<file path="src/wdk_defines.svh">
// Constant names for the watchdog and reset-key control block
`ifndef WDK_DEFINES_SVH
`define WDK_DEFINES_SVH
// ----------------------------------------------------------------
// Register byte offsets
// ----------------------------------------------------------------
`define WDK_OFF_WDC 12'h000
`define WDK_OFF_RCF 12'h004
`define WDK_OFF_RKR 12'h008
`define WDK_OFF_STAT 12'h00c
`define WDK_OFF_IST 12'h010
`define WDK_OFF_IMSK 12'h014
// ----------------------------------------------------------------
// Decode hit positions
// ----------------------------------------------------------------
`define WDK_H_WDC 0
`define WDK_H_RCF 1
`define WDK_H_RKR 2
`define WDK_H_STAT 3
`define WDK_H_IST 4
`define WDK_H_IMSK 5
`define WDK_H_NUM 6
// ----------------------------------------------------------------
// Reset values and key codes
// ----------------------------------------------------------------
`define WDK_WDC_RST 8'h53
`define WDK_RKR_RST 8'h55
`define WDK_RKR_OK_A 8'h55
`define WDK_RKR_OK_B 8'haa
`define WDK_KEY_EN 5'h0a
`define WDK_KEY_DIS 5'h15
// ----------------------------------------------------------------
// Field positions
// ----------------------------------------------------------------
`define WDK_KEY_MSB 7
`define WDK_KEY_LSB 3
`define WDK_SEL_MSB 2
`define WDK_RCF_WK 0
`define WDK_RCF_LK 1
`define WDK_RCF_LV 2
`define WDK_RCF_RK 3
`define WDK_RCF_W 4
`define WDK_ST_TO 0
`define WDK_ST_PD 1
`define WDK_EV_TO 0
`define WDK_EV_SR 1
`define WDK_EV_W 2
// ----------------------------------------------------------------
// Counter sizing and timeout shifts
// ----------------------------------------------------------------
`define WDK_CNT_W 18
`define WDK_SRST_CW 16
`define WDK_SRST_TICKS 16
`define WDK_SH_0 8
`define WDK_SH_1 10
`define WDK_SH_2 12
`define WDK_SH_3 14
`define WDK_SH_4 15
`define WDK_SH_5 16
`define WDK_SH_6 17
`define WDK_SH_7 18
`endif

</file>
<file path="src/wdk_pkg.sv">
// Types shared by the watchdog and reset-key control block
`default_nettype none
`include "wdk_defines.svh"
package wdk_pkg;
  typedef enum logic {wdk_srst_idle, wdk_srst_wait} wdk_srst_e;

  typedef struct packed {
    wdk_srst_e st;
    logic [`WDK_SRST_CW-1:0] cnt;
    logic done;
  } wdk_srst_s;

  typedef struct packed {
    logic osc_q;
    logic tick;
    logic [`WDK_CNT_W-1:0] cnt;
    logic ovf;
  } wdk_wd_s;

  typedef struct packed {
    logic [7:0] wdc;
    logic [`WDK_RCF_W-1:0] rcf;
    logic [7:0] rkr;
    logic to;
    logic pd;
    logic [`WDK_EV_W-1:0] ist;
    logic [`WDK_EV_W-1:0] imsk;
    logic pend_wk;
    logic pend_rk;
    logic [31:0] prdata;
    logic pready;
    logic pslverr;
    logic dev_rst;
    logic pcsp;
    logic wake;
    logic irq;
  } wdk_top_s;
endpackage : wdk_pkg
`default_nettype wire

</file>
<file path="src/wdk_link_if.sv">
// Internal link between the control top, the counter and the reset delay
`timescale 1ns/1ps
`default_nettype none
interface wdk_link_if;
  logic tick;
  logic wd_en;
  logic wd_clr;
  logic [2:0] sel;
  logic ovf;
  logic srst_start;
  logic srst_busy;
  logic srst_done;
  modport ctl (output wd_en, wd_clr, sel, srst_start, input tick, ovf, srst_busy, srst_done);
  modport wd (input wd_en, wd_clr, sel, output tick, ovf);
  modport srst (input tick, srst_start, output srst_busy, srst_done);
endinterface : wdk_link_if
`default_nettype wire

</file>
<file path="src/wdk_soft_reset_delay.sv">
// Delay from a bad key to the device reset, counted in slow ticks
`timescale 1ns/1ps
`default_nettype none
module wdk_soft_reset_delay #(
  parameter logic [`WDK_SRST_CW-1:0] DELAY_TICKS = `WDK_SRST_CW'(`WDK_SRST_TICKS)
) (
  input wire logic clk_i,
  input wire logic resetn_i,
  wdk_link_if.srst lnk
);
  wdk_pkg::wdk_srst_s s_reg;
  wdk_pkg::wdk_srst_s s_next;

  // Idle until started, then wait out the ticks
  always_comb begin
    s_next = s_reg;
    s_next.done = 1'b0;
    case (s_reg.st)
      wdk_pkg::wdk_srst_idle: begin
        if (lnk.srst_start) begin
          s_next.st = wdk_pkg::wdk_srst_wait;
          s_next.cnt = '0;
        end
      end
      default: begin
        if (lnk.tick) begin
          if (s_reg.cnt >= DELAY_TICKS - `WDK_SRST_CW'(1)) begin
            s_next.done = 1'b1;
            s_next.st = wdk_pkg::wdk_srst_idle;
          end else begin
            s_next.cnt = s_reg.cnt + `WDK_SRST_CW'(1);
          end
        end
      end
    endcase
  end

  always_ff @(posedge clk_i or negedge resetn_i) begin
    if (!resetn_i) begin
      s_reg <= '{st: wdk_pkg::wdk_srst_idle, cnt: '0, done: 1'b0};
    end else begin
      s_reg <= s_next;
    end
  end

  assign lnk.srst_busy = (s_reg.st == wdk_pkg::wdk_srst_wait);
  assign lnk.srst_done = s_reg.done;
endmodule : wdk_soft_reset_delay
`default_nettype wire

</file>
<file path="src/wdk_top.sv">
// Watchdog, reset-key control and reset-cause flags behind an APB slave
`timescale 1ns/1ps
`default_nettype none
module wdk_top #(
  parameter int ADDR_W = 12,
  parameter logic [`WDK_SRST_CW-1:0] SRST_TICKS = `WDK_SRST_CW'(`WDK_SRST_TICKS)
) (
  input wire logic clk_i,
  input wire logic resetn_i,
  input wire logic psel_i,
  input wire logic penable_i,
  input wire logic pwrite_i,
  input wire logic [ADDR_W-1:0] paddr_i,
  input wire logic [31:0] pwdata_i,
  input wire logic [3:0] pstrb_i,
  output logic [31:0] prdata_o,
  output logic pready_o,
  output logic pslverr_o,
  input wire logic slow_osc_clock_i,
  input wire logic clear_watchdog_instr_i,
  input wire logic halt_i,
  input wire logic sleep_i,
  input wire logic lowvolt_reset_i,
  input wire logic lowvolt_key_reset_i,
  output logic device_reset_o,
  output logic pc_sp_reset_o,
  output logic wake_o,
  output logic irq_o
);
  // ----------------------------------------------------------------
  // State and sub-blocks
  // ----------------------------------------------------------------
  wdk_pkg::wdk_top_s s_reg;
  wdk_pkg::wdk_top_s s_next;
  wdk_link_if lnk ();
  logic [`WDK_H_NUM-1:0] hit;
  logic wr;
  logic setup;
  logic wk_bad_now;
  logic rk_bad_now;
  logic [31:0] rdata;

  wdk_watchdog_counter u_cnt (
    .clk_i(clk_i),
    .resetn_i(resetn_i),
    .slow_osc_clock_i(slow_osc_clock_i),
    .lnk(lnk.wd)
  );

  wdk_soft_reset_delay #(
    .DELAY_TICKS(SRST_TICKS)
  ) u_srst (
    .clk_i(clk_i),
    .resetn_i(resetn_i),
    .lnk(lnk.srst)
  );

  // ----------------------------------------------------------------
  // Helpers
  // ----------------------------------------------------------------
  // One-hot register decode, zero for an unmapped address
  function automatic logic [`WDK_H_NUM-1:0] addr_dec(input logic [ADDR_W-1:0] a);
    logic [11:0] w;
    w = 12'(a);
    addr_dec = '0;
    if (ADDR_W > 12 && (a >> 12) != '0) begin
      addr_dec = '0;
    end else if (w == `WDK_OFF_WDC) begin
      addr_dec[`WDK_H_WDC] = 1'b1;
    end else if (w == `WDK_OFF_RCF) begin
      addr_dec[`WDK_H_RCF] = 1'b1;
    end else if (w == `WDK_OFF_RKR) begin
      addr_dec[`WDK_H_RKR] = 1'b1;
    end else if (w == `WDK_OFF_STAT) begin
      addr_dec[`WDK_H_STAT] = 1'b1;
    end else if (w == `WDK_OFF_IST) begin
      addr_dec[`WDK_H_IST] = 1'b1;
    end else if (w == `WDK_OFF_IMSK) begin
      addr_dec[`WDK_H_IMSK] = 1'b1;
    end
  endfunction : addr_dec

  // Watchdog key holds neither the enable nor the disable code
  function automatic logic wk_bad(input logic [7:0] wdc);
    wk_bad = (wdc[`WDK_KEY_MSB:`WDK_KEY_LSB] != `WDK_KEY_EN) &&
             (wdc[`WDK_KEY_MSB:`WDK_KEY_LSB] != `WDK_KEY_DIS);
  endfunction : wk_bad

  // Reset key holds neither of the two quiet codes
  function automatic logic rk_bad(input logic [7:0] rkr);
    rk_bad = (rkr != `WDK_RKR_OK_A) && (rkr != `WDK_RKR_OK_B);
  endfunction : rk_bad

  // ----------------------------------------------------------------
  // Links to the counter and the reset delay
  // ----------------------------------------------------------------
  // Key decode steers the counter
  assign wk_bad_now = wk_bad(s_reg.wdc);
  assign rk_bad_now = rk_bad(s_reg.rkr);
  assign lnk.wd_en = (s_reg.wdc[`WDK_KEY_MSB:`WDK_KEY_LSB] == `WDK_KEY_EN);
  assign lnk.sel = s_reg.wdc[`WDK_SEL_MSB:0];
  // Clear and halt are single pulses; a bad watchdog key holds the count at zero
  assign lnk.wd_clr = clear_watchdog_instr_i | halt_i | wk_bad_now;
  // Start the delay once per bad key episode
  assign lnk.srst_start = (wk_bad_now | rk_bad_now) & ~lnk.srst_busy & ~lnk.srst_done;

  // ----------------------------------------------------------------
  // APB decode and read mux
  // ----------------------------------------------------------------
  assign hit = addr_dec(paddr_i);
  assign setup = psel_i & ~penable_i;
  assign wr = psel_i & penable_i & pwrite_i & s_reg.pready & pstrb_i[0];

  // Read data, narrow registers in the low bits
  always_comb begin
    rdata = '0;
    if (hit[`WDK_H_WDC]) begin
      rdata[7:0] = s_reg.wdc;
    end else if (hit[`WDK_H_RCF]) begin
      rdata[`WDK_RCF_W-1:0] = s_reg.rcf;
    end else if (hit[`WDK_H_RKR]) begin
      rdata[7:0] = s_reg.rkr;
    end else if (hit[`WDK_H_STAT]) begin
      rdata[`WDK_ST_TO] = s_reg.to;
      rdata[`WDK_ST_PD] = s_reg.pd;
    end else if (hit[`WDK_H_IST]) begin
      rdata[`WDK_EV_W-1:0] = s_reg.ist;
    end else if (hit[`WDK_H_IMSK]) begin
      rdata[`WDK_EV_W-1:0] = s_reg.imsk;
    end
  end

  // ----------------------------------------------------------------
  // Next state
  // ----------------------------------------------------------------
  always_comb begin
    s_next = s_reg;
    // Bus answer: data sampled in setup, ready in the access cycle
    s_next.pready = setup;
    if (setup) begin
      s_next.prdata = rdata;
      s_next.pslverr = (hit == '0);
    end
    // Output pulses default low
    s_next.dev_rst = 1'b0;
    s_next.pcsp = 1'b0;
    s_next.wake = 1'b0;

    // Software writes; clears come first so hardware sets win
    if (wr && hit[`WDK_H_WDC]) begin
      s_next.wdc = pwdata_i[7:0];
    end
    if (wr && hit[`WDK_H_RKR]) begin
      s_next.rkr = pwdata_i[7:0];
    end
    if (wr && hit[`WDK_H_RCF]) begin
      s_next.rcf = s_reg.rcf & pwdata_i[`WDK_RCF_W-1:0];
    end
    if (wr && hit[`WDK_H_IST]) begin
      s_next.ist = s_reg.ist & ~pwdata_i[`WDK_EV_W-1:0];
    end
    if (wr && hit[`WDK_H_IMSK]) begin
      s_next.imsk = pwdata_i[`WDK_EV_W-1:0];
    end

    // Remember which key caused the pending reset
    s_next.pend_wk = s_reg.pend_wk | wk_bad_now;
    s_next.pend_rk = s_reg.pend_rk | rk_bad_now;

    // Halt enters power-down and clears timeout; clear instruction leaves it
    if (halt_i) begin
      s_next.to = 1'b0;
    end
    if (clear_watchdog_instr_i) begin
      s_next.pd = 1'b0;
    end
    if (halt_i) begin
      s_next.pd = 1'b1;
    end

    // Overflow: full reset when running, wake with PC and SP reset in sleep
    if (lnk.ovf) begin
      s_next.to = 1'b1;
      s_next.ist[`WDK_EV_TO] = 1'b1;
      if (sleep_i) begin
        s_next.pcsp = 1'b1;
        s_next.wake = 1'b1;
      end else begin
        s_next.dev_rst = 1'b1;
      end
    end

    // Delay elapsed: reset device, record cause, restore the keys
    if (lnk.srst_done) begin
      s_next.dev_rst = 1'b1;
      s_next.rcf[`WDK_RCF_WK] = s_reg.pend_wk | s_next.rcf[`WDK_RCF_WK];
      s_next.rcf[`WDK_RCF_RK] = s_reg.pend_rk | s_next.rcf[`WDK_RCF_RK];
      s_next.wdc = `WDK_WDC_RST;
      s_next.rkr = `WDK_RKR_RST;
      s_next.pend_wk = 1'b0;
      s_next.pend_rk = 1'b0;
      s_next.ist[`WDK_EV_SR] = 1'b1;
    end

    // Low-voltage causes are only recorded here
    if (lowvolt_reset_i) begin
      s_next.rcf[`WDK_RCF_LV] = 1'b1;
    end
    if (lowvolt_key_reset_i) begin
      s_next.rcf[`WDK_RCF_LK] = 1'b1;
    end

    // Level interrupt from unmasked sticky events
    s_next.irq = |(s_next.ist & s_next.imsk);
  end

  // State register
  always_ff @(posedge clk_i or negedge resetn_i) begin
    if (!resetn_i) begin
      s_reg <= '{wdc: `WDK_WDC_RST, rkr: `WDK_RKR_RST, default: '0};
    end else begin
      s_reg <= s_next;
    end
  end

  // ----------------------------------------------------------------
  // Outputs
  // ----------------------------------------------------------------
  assign prdata_o = s_reg.prdata;
  assign pready_o = s_reg.pready;
  assign pslverr_o = s_reg.pslverr;
  assign device_reset_o = s_reg.dev_rst;
  assign pc_sp_reset_o = s_reg.pcsp;
  assign wake_o = s_reg.wake;
  assign irq_o = s_reg.irq;
endmodule : wdk_top
`default_nettype wire

</file>
<file path="src/wdk_watchdog_counter.sv">
// Slow-clock edge detect and watchdog overflow counter
`timescale 1ns/1ps
`default_nettype none
module wdk_watchdog_counter (
  input wire logic clk_i,
  input wire logic resetn_i,
  input wire logic slow_osc_clock_i,
  wdk_link_if.wd lnk
);
  wdk_pkg::wdk_wd_s s_reg;
  wdk_pkg::wdk_wd_s s_next;
  logic tick_now;

  // Last count value for a timeout select
  function automatic logic [`WDK_CNT_W-1:0] last_count(input logic [2:0] sel);
    int sh;
    case (sel)
      3'h0: sh = `WDK_SH_0;
      3'h1: sh = `WDK_SH_1;
      3'h2: sh = `WDK_SH_2;
      3'h3: sh = `WDK_SH_3;
      3'h4: sh = `WDK_SH_4;
      3'h5: sh = `WDK_SH_5;
      3'h6: sh = `WDK_SH_6;
      default: sh = `WDK_SH_7;
    endcase
    last_count = `WDK_CNT_W'((64'h1 << sh) - 64'h1);
  endfunction : last_count

  // Rising edge of the slow oscillator, then count
  always_comb begin
    s_next = s_reg;
    tick_now = slow_osc_clock_i & ~s_reg.osc_q;
    s_next.osc_q = slow_osc_clock_i;
    s_next.tick = tick_now;
    s_next.ovf = 1'b0;
    if (lnk.wd_clr) begin
      s_next.cnt = '0;
    end else if (lnk.wd_en && tick_now) begin
      if (s_reg.cnt >= last_count(lnk.sel)) begin
        s_next.cnt = '0;
        s_next.ovf = 1'b1;
      end else begin
        s_next.cnt = s_reg.cnt + `WDK_CNT_W'(1);
      end
    end
  end

  always_ff @(posedge clk_i or negedge resetn_i) begin
    if (!resetn_i) begin
      s_reg <= '0;
    end else begin
      s_reg <= s_next;
    end
  end

  assign lnk.tick = s_reg.tick;
  assign lnk.ovf = s_reg.ovf;
endmodule : wdk_watchdog_counter
`default_nettype wire
</file>
<file path="config.mk">
export PLATFORM = sky130hd
export DESIGN_NAME = wdk_top
export DESIGN_NICKNAME = d
export VERILOG_FILES = /design/src/wdk_pkg.sv /design/src/wdk_link_if.sv /design/src/wdk_soft_reset_delay.sv /design/src/wdk_top.sv /design/src/wdk_watchdog_counter.sv
export VERILOG_INCLUDE_DIRS = /design/src
export SDC_FILE = /design/constraint.sdc
export NUM_CORES = 1
export LEC_CHECK = 0
export ABC_AREA = 1
export BUFFER_PORTS_ARGS = -buffer_cell sky130_fd_sc_hd__buf_4
export CELL_PAD_IN_SITES_DETAIL_PLACEMENT = 1
export CELL_PAD_IN_SITES_GLOBAL_PLACEMENT = 2
export CORE_MARGIN = 4
export CORE_UTILIZATION = 32
export CTS_BUF_LIST = sky130_fd_sc_hd__clkbuf_8
export CTS_CLUSTER_DIAMETER = 80
export CTS_CLUSTER_SIZE = 10
export DETAILED_ROUTE_END_ITERATION = 8
export PLACE_DENSITY_LB_ADDON = 0.1
export SLEW_MARGIN = 20
export SYNTH_ARGS = -nofsm -noshare
export SYNTH_HDL_FRONTEND = slang
export SYNTH_SLANG_ARGS = --single-unit
</file>
<file path="constraint.sdc">
create_clock -name clk_i -period 2.6 [get_ports clk_i]
set_clock_uncertainty 0.15 [all_clocks]
set_input_delay 0.13 -clock clk_i [delete_from_list [all_inputs] [get_ports clk_i]]
set_output_delay 0.13 -clock clk_i [all_outputs]
set_load 0.02 [all_outputs]
</file>
==> Word level (Yosys, flattened, before mapping) <==
Index checks and enable logic that the tools add are counted.
{ "word_totals": {"register_bits": 81, "input_bits": 59, "out_inout_bits": 38, "elab_cells": 147} }
{ "op_classes": {"addsub": 3, "reduce_logical": 21, "n_shift": 1, "n_eq_ne": 18, "n_bitwise": 23, "n_lt_le_gt_ge": 2, "n_mux": 54} }
{ "ops": {"columns": ["op", "count"], "rows": [
  ["32-bit two-way mux", 2],
  ["18-bit two-way mux", 3],
  ["5-bit one-hot mux with 7 select lines", 1],
  ["17-bit two-way mux", 2],
  ["1-bit by 32-bit left shift with 18-bit output (first input constant)", 1],
  ["12-bit by 4-bit == test with 1-bit output (second input constant)", 2],
  ["12-bit by 5-bit == test with 1-bit output (second input constant)", 2],
  ["8-bit two-way mux", 3],
  ["1-bit two-way mux", 22],
  ["19-bit two-way mux", 1],
  ["18-bit by 1-bit adder with 18-bit output (second input constant)", 1],
  ["18-bit >= comparator", 1],
  ["2-bit two-way mux", 9],
  ["9-bit two-way mux", 2],
  ["18-bit by 1-bit subtractor with 18-bit output (second input constant)", 1],
  ["16-bit by 1-bit adder with 16-bit output (second input constant)", 1],
  ["16-bit by 4-bit >= comparator with 1-bit output (second input constant)", 1],
  ["16-bit two-way mux", 1],
  ["4-bit two-way mux", 4],
  ["2-bit nonzero test", 8],
  ["12-bit by 3-bit == test with 1-bit output (second input constant)", 1],
  ["12-bit zero test", 1],
  ["3-bit == test (second input constant)", 3],
  ["1-bit bitwise AND", 8],
  ["21 further kinds", 41]
]} }

==> Depth between registers and ports, before layout <==
{ "logic_depth": {"word_depth": 13, "mapped_depth": 14, "depth_no_buf": 13} }

==> By module <==
Synthesis repeated with hierarchy kept, for this count alone.
{ "unflattened": {"cells_unflattened": 639, "hier_area_um2": 4986.0} }
{ "by_module_without_submodules": {"columns": ["mod", "cells_per_inst", "seq_area_each_um2", "instances", "area_each_um2"], "rows": [
  ["wdk_top", 300, 1036.0, 1, 2436.1],
  ["wdk_watchdog_counter", 246, 525.5, 1, 1726.7],
  ["wdk_soft_reset_delay", 93, 450.4, 1, 823.3]
]} }

==> Worst setup path after synthesis <==
Ideal clock, no wire load.
{ "synth_timing": {"path_type": "register to register", "start": "register s_reg, in the netlist lnk.sel[2]", "end": "register u_cnt.s_reg[4] (netlist bit)", "setup_ps": 121, "synth_period_minus_slack_ps": 2197, "path_stages_with_launch": 14, "path_buffers": 2, "t_arrival_ps": 1926, "path_slack_ps": 403, "required_ps": 2329, "path_cell_list": "dfrtp_1 -> clkbuf_1 -> inv_1 -> nor2_1 -> nand2_1 -> ha_1 -> nand2_1 -> nor2_1 -> inv_1 -> nor2_1 -> nand4_1 -> nand4_4 -> buf_6 -> a21oi_2"} }
{ "synth_between": {"elab_chain_cells": 10, "elab_cells_between_ends": 16, "cone_classes": "add/sub: 1; order compare: 1; eq/ne: 6; shift: 1; mux: 6; reduce/logical: 1"} }
{ "synth_lines": {"columns": ["element", "line", "source"], "rows": [
  ["start: declaration", "wdk_top.sv:33", "wdk_pkg::wdk_top_s s_reg;"],
  ["start signal: assignment", "wdk_top.sv:222", "s_reg <= s_next;"],
  ["3-bit == test (tied with other cells)", "wdk_watchdog_counter.sv:17", "case (sel)"],
  ["5-bit one-hot mux with 7 select lines (*)", "wdk_watchdog_counter.sv:17", null],
  ["32-bit two-way mux (*)", "wdk_watchdog_counter.sv:39", "end else if (lnk.wd_en && tick_now) begin"],
  ["32-bit two-way mux (*)", "wdk_watchdog_counter.sv:37", "if (lnk.wd_clr) begin"],
  ["1-bit by 32-bit left shift with 18-bit output (*)", "wdk_watchdog_counter.sv:27", "last_count = `WDK_CNT_W'((64'h1 << sh) - 64'h1);"],
  ["18-bit by 1-bit subtractor with 18-bit output (*)", "wdk_watchdog_counter.sv:27", null],
  ["18-bit >= comparator (*)", "wdk_watchdog_counter.sv:40", "if (s_reg.cnt >= last_count(lnk.sel)) begin"],
  ["18-bit two-way mux (*)", "wdk_watchdog_counter.sv:40", null],
  ["19-bit two-way mux (*)", "wdk_watchdog_counter.sv:39", null],
  ["18-bit two-way mux (*)", "wdk_watchdog_counter.sv:37", null],
  ["end signal: assignment", "wdk_watchdog_counter.sv:53", "s_reg <= s_next;"],
  ["end: declaration", "wdk_watchdog_counter.sv:10", "wdk_pkg::wdk_wd_s s_reg;"]
]} }
Mark *: on every way between the ends. The rest lies on a longest branch, timed or not. The select of a mux whose other input is x is not followed.
A chain may end at the register's enable or synchronous reset.

==> Final worst setup path <==
{ "layout_timing": {"start": "register s_reg, in the netlist lnk.sel[1]", "end": "register u_cnt.s_reg[2] (netlist bit)"} }
The elaborated chain is that of the path after synthesis.

==> summary.txt <==
max-slew violations: 0
post-synthesis sequential area ratio: 44.1%
Area growth syn-to-layout: 18.6%
commonest cells in the synthesized netlist: nand2_1, inv_1, dfrtp_1, nor2_1
vias per cell: 4.55
Internal Power: 1.91 mW
Slew headroom: 66.1%
TritonCTS clock tree: yes
critical path data arrival time: 2540 ps
# rows: 43
Post-synth top flop: dfrtp_1
Ys Warns: 0
crit share post-route: 92.7%
Synth Instances: 579
port buffer count: 45
Die Y: 127 um
part of the power in combinational logic: 9.8%
FMAX: 415 MHz
initial DRC count: 131
Final Critical Period: 2410 ps
synthesized area: 4560 um^2
metal3 WL: 423 um
DR pass1 iterations: 4
layout cells sized above 1: 16.3%
Req. time, crit path: 2730 ps
total net switching power: 659 uW
WL met1: 5.08 mm
final net count: 721
top post-synthesis cells by area: dfrtp_1, nand2_1, inv_1
CP startpoint kind: flop
Final setup violation count: 0
PwrDens: 475 nW/um^2
H-tree level count: 3
clock root buffer: clkbuf_8
DRC viols: 0
Switching Fraction: 25.6%
status: finished, final reports clean
largest area contributor in the netlist: dfrtp_1
Placeable Area: 13900 um^2
Total GRT Usage: 14.8%
fill count: 1741
Via Count: 3777
post-route ant nets: 0
die area: 16200 um^2
clk buf depth: 2
post-DP HPWL: 8.83 mm
DR WL/cell: 13.7 um
placed cell area: 5000 um^2
synth unique cells: 38
Final Non-Filler Cells: 831
io pins: 97
Clk pwr share: 39.1%
initial antenna violation count: 0
first-pass GRT wire length: 19.3 mm
Post-synth EDFFs: 0
DP Cell Count: 797
post-CTS setup repair buffer count: 0
Setup TNS: 0 ps
peak supply drop: 330 uV
clock buffer count from CTS: 9
most common cell in the netlist: nand2_1
Max Cap Violations: 0
Critical Path Source: lnk.sel[1]
pre-CTS WS: 144 ps
Antenna diodes: 0
GR Overflow Total: 0
Leakage: 2.69 nW
average cell area after synthesis: 7.88 um^2
register bit total from synthesis: 80
max reg flops: 25
Worst Setup Path Type: flop to flop
Total Wirelength: 11.4 mm
Worst-path clk slew: 90 ps
metal2 WL: 5.75 mm
vias in the first global route: 3911
pin count of the biggest net entering global routing: 46
share of synthesized registers carrying an async set or reset: 100%
Clock Latency Late Sink: 370 ps
Hold Startpoint: psel_i
Yosys top cell area share: 39.5%
starting density of the core: 32.7%
Hold Slack: 32.3 ps
reg-to-reg startpoint: lnk.sel[1]
Tightest Pin Transition: 508 ps
design area: 5410 um^2
Die X: 127 um
Setup WS post-layout: 189 ps
sequential power share: 51.1%
Worst Hold Class: input port to flop
Critical Path Fanout Max: 16
# clock sinks: 80
Max Used Layer: met4
Worst Setup End Kind: flop
Hold Vio Cnt, Final: 0
gpl congestion: 0.766
-- final timing paths --
check | to | slack, ps | cells past startpoint
hold reg to reg | u_cnt.lnk.tick | 290 | 1
max in group asynchronous | s_reg[62] | 1520 | 3
hold / removal | pready_o | 30 | 4
setup reg to reg | u_cnt.s_reg[2] | 190 | 12
setup / recovery | u_cnt.s_reg[2] | 190 | 12
min in group asynchronous | prdata_o[4] | 110 | 2
-- worst max-delay path, stage by stage (launching register included) --
cell and delay, ps:
dfstp_2 590, nor2_1 70, inv_1 110, a21oi_1 90
ha_1 300, nand2_1 60, inv_1 30, o21ai_0 150
nand2_1 110, a21oi_2 210, nand4_4 110, buf_12 170
o21ai_0 150
-- cell usage in the layout, fill, tap and decap left out, types with 2 or more instances in the layout --
master	netlist	routed
a31oi_1	3	3
nand3_2	2	2
o22ai_1	3	3
dfrtp_1	72	72
nand2_1	141	141
dfstp_2	8	8
nor2_4	2	2
dlygate4sd3_1	0	18
bufinv_16	0	2
xnor2_1	6	6
a21oi_1	13	12
o21ai_0	27	27
nand3_1	34	34
clkinv_2	1	2
buf_12	0	2
nand4_1	14	14
inv_2	3	3
nor2_1	72	69
buf_4	34	50
o21ai_1	10	10
nor4_1	2	2
inv_1	75	77
nor3_2	3	3
o21ai_2	10	10
xor2_1	8	8
nand2_2	3	3
clkbuf_8	0	9
a21oi_2	1	2
ha_1	16	16
conb_1	1	27
nor2_2	0	3
-- routing by layer --
layer | GRT usage [%] | vias up
li1 | - | 1914
met1 | 18.5 | 1794
met2 | 25.5 | 60
met3 | 3.47 | 9
met4 | 3.79 | 0
met5 | 0 | -
-- area by class of cell --
cell class | count | area [um^2] | area share [%]
Inverter | 80 | 302 | 5.57
Timing Repair Buffer | 70 | 596 | 11.0
Clock buffer | 9 | 124 | 2.29
Tap cell | 180 | 225 | 4.16
Multi-Input combinational cell | 405 | 2060 | 38.1
Clock inverter | 7 | 88.8 | 1.64
Sequential cell | 80 | 2010 | 37.2
-- metrics by stage --
| step | power (mW) | utilization, % |
|---|---|---|
| 4_1_cts | 2.63 | 38.7 |
| 5_1_grt | 2.72 | 38.8 |
| 3_5_place_dp | 1.58 | 35.9 |
| 3_3_place_gp | 1.57 | 35.9 |
| 6_report | 2.57 | 38.8 |
| 2_1_floorplan | 1.49 | - |
-- power groups by stage --
stage | registers, mW | logic (mW) | clock network, mW
final | 1.31 | 0.252 | 1.01
after detailed placement | 1.34 | 0.239 | 0
after CTS | 1.31 | 0.258 | 1.06
after global routing | 1.32 | 0.287 | 1.11
after floorplan | 1.33 | 0.158 | 0
after global placement | 1.34 | 0.230 | 0
-- logic make-up after synthesis --
kind of cell	synth area share, %
compound gates	9.22
other cells	0.0822
simple gates	26.4
buf+inv	13.1
fa+ha+maj	4.39
xor+xnor	2.69
flops	44.1
-- repair_timing --
item                       4_1_cts  5_1_grt
hold buffers                    18        0
hold endpoints to repair        70        0
gates resized for setup          0        4
setup endpoints to repair        0       16
Note: power is estimated with default switching activity, not from simulation.
